==> config.mk <==
export PLATFORM = sky130hd
export DESIGN_NAME = timer_unit
export DESIGN_NICKNAME = d
export VERILOG_FILES = /design/src/logic/timer_pkg.sv /design/src/logic/clock_divider.sv /design/src/logic/wrap_counter.sv /design/src/logic/timer_unit.sv
export SDC_FILE = /design/constraint.sdc
export NUM_CORES = 1
export LEC_CHECK = 0
export ABC_AREA = 1
export BUFFER_PORTS_ARGS = -buffer_cell sky130_fd_sc_hd__buf_2
export CAP_MARGIN = 0
export CORE_MARGIN = 2
export CORE_UTILIZATION = 32
export CTS_CLUSTER_DIAMETER = 150
export DETAILED_ROUTE_END_ITERATION = 8
export HOLD_SLACK_MARGIN = 0.02
export PLACE_DENSITY = 0.52
export SLEW_MARGIN = 20
export SYNTH_ARGS = -nofsm -noshare
export SYNTH_HDL_FRONTEND = slang
export SYNTH_HIERARCHICAL = 1
export SYNTH_SLANG_ARGS = --single-unit
==> constraint.sdc <==
create_clock -name ref_clk -period 2.5 [get_ports ref_clk]
set_clock_uncertainty 0.2 [all_clocks]
set_input_delay 0.125 -clock ref_clk [delete_from_list [all_inputs] [get_ports ref_clk]]
set_output_delay 0.125 -clock ref_clk [all_outputs]
set_load 0.01 [all_outputs]
==> src/logic/timer_pkg.sv <==
/*
  Shared constants for the prescaled modulo timer: register word offsets,
  control field positions, reset values and the divider table.
  Assumes a 32-bit classic Wishbone bus with byte addresses.
*/
package timer_pkg;
  // Register byte offsets, one aligned word each
  localparam logic [7:0] OFF_CTRL = 8'h00;
  localparam logic [7:0] OFF_CNT_HIGH = 8'h04;
  localparam logic [7:0] OFF_CNT_LOW = 8'h08;
  localparam logic [7:0] OFF_LIM_HIGH = 8'h0C;
  localparam logic [7:0] OFF_LIM_LOW = 8'h10;
  localparam logic [7:0] OFF_IRQ_STATUS = 8'h14;
  localparam logic [7:0] OFF_IRQ_MASK = 8'h18;
  // Control register field positions
  localparam int DIV_LSB = 0;
  localparam int RESTART_BIT = 4;
  localparam int HALT_BIT = 5;
  localparam int IRQ_EN_BIT = 6;
  localparam int WRAP_FLAG_BIT = 7;
  // Values after reset
  localparam logic [2:0] DIV_RESET = 3'h0;
  localparam logic HALT_RESET = 1'b1;
  localparam logic [7:0] LIMIT_BYTE_RESET = 8'hFF;
  localparam logic [15:0] COUNT_RESET = 16'h0000;
  // Divider codes
  localparam logic [2:0] DIV_UNUSED = 3'h7;
  localparam int PRESCALE_WIDTH = 6;
  // Interrupt status bits
  localparam int IRQ_WRAP_BIT = 0;
  localparam int IRQ_WIDTH = 1;
endpackage : timer_pkg

==> src/logic/clock_divider.sv <==
/*
  Prescaler: a free-running ripple count whose selected bit edge gives
  a one-cycle tick. Assumes one clock domain and synchronous clear.
*/
`timescale 1ns/1ps
module clock_divider #(
  parameter int WIDTH = timer_pkg::PRESCALE_WIDTH
) (
  // Clock and reset
  input wire logic ref_clk,
  input wire logic rst,
  // Control
  input wire logic clear,
  input wire logic [2:0] divSelect,
  // Result
  output logic tick
);
  // Codes up to 6 need six stages; fewer would silently lose the slow rates
  if (WIDTH < 6) begin : g_width_check
    $error("clock_divider needs at least six stages");
  end

  typedef struct packed {
    logic [WIDTH-1:0] count;
    logic tick;
  } state_t;

  state_t cur;
  state_t next_cur;

  // Ones over the low stages that a divider code watches
  function automatic logic [WIDTH-1:0] lowMask(input logic [2:0] code);
    lowMask = '0;
    for (int i = 0; i < WIDTH; i++) begin
      if (i < int'(code)) lowMask[i] = 1'b1;
    end
  endfunction : lowMask

  // Code 0 ticks every cycle; code n ticks once per 2**n cycles; 7 never
  always_comb begin
    next_cur = cur;
    next_cur.count = clear ? '0 : cur.count + 1'b1;
    if (clear || divSelect == timer_pkg::DIV_UNUSED) begin
      next_cur.tick = 1'b0;
    end else if (divSelect == 3'h0) begin
      next_cur.tick = 1'b1;
    end else begin
      next_cur.tick = (cur.count & lowMask(divSelect)) == lowMask(divSelect);
    end
  end

  always_ff @(posedge ref_clk or posedge rst) begin
    if (rst) begin
      cur <= '0;
    end else begin
      cur <= next_cur;
    end
  end

  assign tick = cur.tick;
endmodule : clock_divider

==> src/logic/wrap_counter.sv <==
/*
  Sixteen-bit counter that steps on a tick and wraps after the limit.
  Assumes the tick and clear come from the same clock domain.
*/
`timescale 1ns/1ps
module wrap_counter #(
  parameter int WIDTH = 16
) (
  // Clock and reset
  input wire logic ref_clk,
  input wire logic rst,
  // Control
  input wire logic clear,
  input wire logic step,
  input wire logic [WIDTH-1:0] limit,
  // Result
  output logic [WIDTH-1:0] count,
  output logic hit
);
  // Register bytes are split at bit 8, so only sixteen bits are served
  if (WIDTH != 16) begin : g_width_check
    $error("wrap_counter is built for sixteen bits");
  end

  typedef struct packed {
    logic [WIDTH-1:0] count;
  } state_t;

  state_t cur;
  state_t next_cur;

  // At the limit the next step restarts from zero
  always_comb begin
    next_cur = cur;
    if (clear) begin
      next_cur.count = '0;
    end else if (step) begin
      next_cur.count = (cur.count == limit) ? '0 : cur.count + 1'b1;
    end
  end

  always_ff @(posedge ref_clk or posedge rst) begin
    if (rst) begin
      cur <= '0;
    end else begin
      cur <= next_cur;
    end
  end

  assign count = cur.count;
  assign hit = step && !clear && cur.count == limit;
endmodule : wrap_counter

==> src/logic/timer_unit.sv <==
/*
  Prescaled sixteen-bit modulo timer with a Wishbone register slave.
  Assumes a classic Wishbone master on ref_clk, one clock domain.
*/
// Design decisions made here: the register offsets and the Wishbone interface to the registers.
`timescale 1ns/1ps
module timer_unit (
  // Clock and reset
  input wire logic ref_clk,
  input wire logic rst,
  // Wishbone slave
  input wire logic cyc_i,
  input wire logic stb_i,
  input wire logic we_i,
  input wire logic [7:0] adr_i,
  input wire logic [3:0] sel_i,
  input wire logic [31:0] dat_i,
  output logic [31:0] dat_o,
  output logic ack_o,
  output logic err_o,
  // Interrupt
  output logic irq
);
  typedef struct packed {
    logic [2:0] divSelect;
    logic counterHalt;
    logic wrapIrqEnable;
    logic wrapFlag;
    logic restart;
    logic [7:0] limitHigh;
    logic [7:0] limitLow;
    logic [15:0] limitLive;
    logic limitPending;
    logic [7:0] lowHold;
    logic lowHeld;
    logic [timer_pkg::IRQ_WIDTH-1:0] irqStatus;
    logic [timer_pkg::IRQ_WIDTH-1:0] irqMask;
    logic [31:0] dat;
    logic ack;
    logic err;
    logic irq;
  } state_t;

  state_t cur;
  state_t next_cur;
  logic tick;
  logic hit;
  logic [15:0] count;

  // Prescaler follows the divider select and is cleared by restart
  clock_divider #(
    .WIDTH(timer_pkg::PRESCALE_WIDTH)
  ) divider (
    .ref_clk(ref_clk),
    .rst(rst),
    .clear(cur.restart),
    .divSelect(cur.divSelect),
    .tick(tick)
  );

  // Counter steps only on enabled prescaler ticks
  wrap_counter #(
    .WIDTH(16)
  ) counter (
    .ref_clk(ref_clk),
    .rst(rst),
    .clear(cur.restart),
    .step(tick && !cur.counterHalt),
    .limit(cur.limitLive),
    .count(count),
    .hit(hit)
  );

  // Byte-lane merge for a low byte write
  function automatic logic [7:0] lane0(input logic [7:0] old, input logic [3:0] sel,
                                       input logic [31:0] d);
    lane0 = sel[0] ? d[7:0] : old;
  endfunction : lane0

  // Register access, flags and interrupt
  always_comb begin
    logic req;
    logic wr;
    logic rd;
    logic setWrap;
    logic clearWrap;
    req = cyc_i && stb_i && !cur.ack && !cur.err;
    wr = req && we_i;
    rd = req && !we_i;
    setWrap = hit && !cur.limitPending;
    clearWrap = 1'b0;
    next_cur = cur;
    next_cur.ack = 1'b0;
    next_cur.err = 1'b0;
    next_cur.restart = 1'b0;
    next_cur.dat = 32'h00000000;
    if (req) begin
      case (adr_i)
        timer_pkg::OFF_CTRL,
        timer_pkg::OFF_CNT_HIGH,
        timer_pkg::OFF_CNT_LOW,
        timer_pkg::OFF_LIM_HIGH,
        timer_pkg::OFF_LIM_LOW,
        timer_pkg::OFF_IRQ_STATUS,
        timer_pkg::OFF_IRQ_MASK: next_cur.ack = 1'b1;
        default: next_cur.err = 1'b1;
      endcase
    end
    if (wr && sel_i[0]) begin
      case (adr_i)
        timer_pkg::OFF_CTRL: begin
          next_cur.divSelect = dat_i[timer_pkg::DIV_LSB +: 3];
          next_cur.restart = dat_i[timer_pkg::RESTART_BIT];
          next_cur.counterHalt = dat_i[timer_pkg::HALT_BIT];
          next_cur.wrapIrqEnable = dat_i[timer_pkg::IRQ_EN_BIT];
          clearWrap = !dat_i[timer_pkg::WRAP_FLAG_BIT];
        end
        timer_pkg::OFF_LIM_HIGH: begin
          next_cur.limitHigh = dat_i[7:0];
          next_cur.limitPending = 1'b1;
        end
        timer_pkg::OFF_LIM_LOW: begin
          next_cur.limitLow = lane0(cur.limitLow, sel_i, dat_i);
          next_cur.limitLive = {cur.limitHigh, dat_i[7:0]};
          next_cur.limitPending = 1'b0;
        end
        timer_pkg::OFF_IRQ_MASK: next_cur.irqMask = dat_i[timer_pkg::IRQ_WIDTH-1:0];
        default: ; // Counter bytes ignore writes
      endcase
    end
    if (rd) begin
      case (adr_i)
        timer_pkg::OFF_CTRL: next_cur.dat = {24'h000000, cur.wrapFlag, cur.wrapIrqEnable,
                                             cur.counterHalt, 1'b0, 1'b0, cur.divSelect};
        timer_pkg::OFF_CNT_HIGH: begin
          next_cur.dat = {24'h000000, count[15:8]};
          if (!cur.lowHeld) begin
            next_cur.lowHold = count[7:0];
            next_cur.lowHeld = 1'b1;
          end
        end
        timer_pkg::OFF_CNT_LOW: begin
          next_cur.dat = {24'h000000, cur.lowHeld ? cur.lowHold : count[7:0]};
          next_cur.lowHeld = 1'b0;
        end
        timer_pkg::OFF_LIM_HIGH: next_cur.dat = {24'h000000, cur.limitHigh};
        timer_pkg::OFF_LIM_LOW: next_cur.dat = {24'h000000, cur.limitLow};
        timer_pkg::OFF_IRQ_STATUS: begin
          next_cur.dat = {{(32-timer_pkg::IRQ_WIDTH){1'b0}}, cur.irqStatus};
          next_cur.irqStatus = '0;
        end
        timer_pkg::OFF_IRQ_MASK: next_cur.dat = {{(32-timer_pkg::IRQ_WIDTH){1'b0}},
                                                 cur.irqMask};
        default: next_cur.dat = 32'h00000000;
      endcase
    end
    // Setting wins over a clear in the same cycle
    if (clearWrap) next_cur.wrapFlag = 1'b0;
    if (setWrap) begin
      next_cur.wrapFlag = 1'b1;
      next_cur.irqStatus[timer_pkg::IRQ_WRAP_BIT] = 1'b1;
    end
    // Level interrupt from enabled flag or unmasked sticky status
    next_cur.irq = (next_cur.wrapFlag && next_cur.wrapIrqEnable) ||
                   |(next_cur.irqStatus & next_cur.irqMask);
  end

  always_ff @(posedge ref_clk or posedge rst) begin
    if (rst) begin
      cur <= '0;
      cur.divSelect <= timer_pkg::DIV_RESET;
      cur.counterHalt <= timer_pkg::HALT_RESET;
      cur.limitHigh <= timer_pkg::LIMIT_BYTE_RESET;
      cur.limitLow <= timer_pkg::LIMIT_BYTE_RESET;
      cur.limitLive <= {timer_pkg::LIMIT_BYTE_RESET, timer_pkg::LIMIT_BYTE_RESET};
    end else begin
      cur <= next_cur;
    end
  end

  // Outputs straight from flip-flops
  assign dat_o = cur.dat;
  assign ack_o = cur.ack;
  assign err_o = cur.err;
  assign irq = cur.irq;
endmodule : timer_unit

==> results.toml <==
[outcome]
status = "finished, final reports clean"

[placement]
dp.cells = 908
place_area_um2 = 5240
numPortBuffers = 32
dp_hpwl_mm = 8.95
dp_slack_ns = 0.648
routabilityCongestion = 0.851

[worst_setup_path]
cp.required_ns = 2.59
critPathCaptureType = "flip-flop"
critPathLaunchType = "primary input"
arrival_ns = 2.41
crit_type = "primary input to flip-flop"
cp_max_fo = 16
r2r_cells = 9

[cts]
cts.htree.levels = 3
cts_tree = "yes"
max-clock-path-buffers = 2
numClockSinks = 85
clockRootBuffer = "clkbuf_16"
clkLatencyLatePin_ns = 0.35
cts_made_buffers = 9
clkTransAtPathRegs_ns = 0.07

[sta]
finalHoldViolations = 0
slew_headroom_pct = 55.7
slew_violations = 0
finalCritPeriodShare_pct = 92.7
rsz0062_at_grt = "no"
finalCriticalPeriod_ns = 2.32
totalNegativeSetupSlack_ns = 0
fmax_mhz = 432
setup_ws_ns = 0.183
worst_pin_slew_ns = 0.664
setup_viol = 0

[cells_and_area]
fill_cells = 1619
area_growth_pct = 12.8
final_common_cell = "nand2_1"
drive_above_1_share_pct = 22.0
layout_common_cells = "nand2_1 (247), inv_1 (74), nor2_1 (54)"
stdcell_area_um2 = 5660
fin_nets = 772
finalNonFillerCells = 937
insertedDiodeCount = 0

[detailed_routing]
ant_nets = 0
drc = 0
first_pass_iters = 5
wl_per_cell_um = 12.7
vias = 4116
drt-initial-drc-count = 221
wl_mm = 11.9
vias_per_cell = 4.39

[global_routing]
antenna_found_initial = 0
grt_max_degree = 33
grt_pass1_wl_mm = 20.3
grt_overflow_total = 0
gr-usage-all-layers_pct = 15.7
grt_pass1_vias = 4066

[run]
max-cap-violations = 0

[floorplanning]
dieArea_um2 = 16700
dieHeight_um = 129
rows = 45
coreArea_um2 = 15300
ios = 84
start_util_pct = 32.9
die_w_um = 129

[synth]
synth_seq_cells = 85
yosysTopAreaCell = "dfrtp_1"
syn_area_um2 = 5020
syn_area_per_cell_um2 = 7.37
yosysUniqueCellTypes = 31
ys_warn_count = 6
synth_top_area_share_pct = 25.9
synth.top_cells.by_area = "dfrtp_1 (26%), nand2_1 (18%), dfstp_2 (17%)"
synth_cells = 681
yosysSeqAreaShare_pct = 43.2

[pwr]
p_leak_nw = 2.87
p_total_mw = 3.20
p_per_area_nw_per_um2 = 566
peakVddDrop_uv = 339

[min_path]
hold_class = "primary input to async pin"
-- sequential cells by signal, summed over array words and instances, names as in the netlist --
register	cells
divider/cur	6
cur	51
counter/count	16
err_o	1
dat_o	8
divider/tick	1
ack_o	1
irq	1
-- where the power goes --
group	leakage, nW	switching (mW)	internal (mW)
registers	1.03	0.0731	1.44
logic	1.71	0.275	0.136
clock network	0.130	0.596	0.687
-- synthesized netlist by cell type (all sizes together) --
library cell / n
a21oi: 8
buf: 43
clkbuf: 2
conb: 1
dfrtp: 52
dfstp: 33
ha: 2
inv: 88
nand2: 273
nand3: 51
nand3b: 1
nand4: 4
nor2: 70
nor3: 5
o21ai: 40
o21bai: 1
xor2: 7
-- logic make-up (layout without fill, tap and decap cells) --
| kind of cell | count (synthesis) | count (layout) | share of synthesized area [%] |
|---|---|---|---|
| fa+ha+maj | 2 | 2 | 0.499 |
| other cells | 1 | 24 | 0.0747 |
| xor+xnor | 7 | 7 | 1.22 |
| simple gates | 404 | 404 | 35.7 |
| buf+inv | 133 | 155 | 13.6 |
| flops | 85 | 85 | 43.2 |
| compound gates | 49 | 49 | 5.69 |
-- path summary, 6_finish.rpt --
check,from,end,slack [ns]
min,rst,divider/cur[1]$_DFF_PP0_,0.09
min in group ref_clk,adr_i[3],cur[37]$_DFFE_PP0P_,0.09
max,stb_i,cur[52]$_DFFE_PP1P_,0.18
max reg2reg,counter/count[1]$_DFFE_PP0P_,counter/count[10]$_DFFE_PP0P_,0.60
max in group asynchronous,rst,cur[69]$_DFFE_PP1P_,1.17
min reg2reg,cur[68]$_DFFE_PP1P_,cur[68]$_DFFE_PP1P_,0.26
-- critical path, stage by stage --
cell	delay, ns
dlygate4sd3_1	0.54
buf_2	0.11
nand2_1	0.04
dlygate4sd3_1	0.54
inv_1	0.08
nand2_2	0.09
nor2_4	0.20
inv_2	0.10
nor2_8	0.13
buf_4	0.23
nand2_1	0.13
nand2_1	0.09
-- layer usage --
metal / vias to the layer above / track usage, % / routed length (um)
met1: 1917 / 20.8 / 5700
met5: - / 0 / 0
li1: 2107 / - / -
met3: 12 / 2.60 / 466
met2: 80 / 26.0 / 5530
met4: 0 / 5.95 / 201
-- cell type report --
| cell class | count | area [um^2] | share of cell area [%] |
|---|---|---|---|
| Multi-Input combinational cell | 486 | 2260 | 39.9 |
| Timing Repair Buffer | 51 | 348 | 6.15 |
| Inverter | 88 | 335 | 5.92 |
| Sequential cell | 85 | 2170 | 38.3 |
| Tap cell | 211 | 264 | 4.66 |
| Clock buffer | 9 | 225 | 3.98 |
| Clock inverter | 7 | 60.1 | 1.06 |
-- what timing repair did --
action / 4_1_cts / 5_1_grt
hold buffers: 13 / 0
endpoints found under the setup margin: 0 / 8
setup buffers: 0 / 0
gates resized for setup: 0 / 1
hold endpoints to repair: 78 / 0
-- stage by stage --
step | utilization [%] | hold slack, ns
after global routing | 37.1 | 0.106
after CTS | 37.1 | 0.0842
after floorplan | - | -0.272
after detailed placement | 34.3 | -0.0779
after global placement | 34.3 | -0.0875
final | 37.1 | 0.0855
Note: power is estimated with default switching activity, not from simulation.
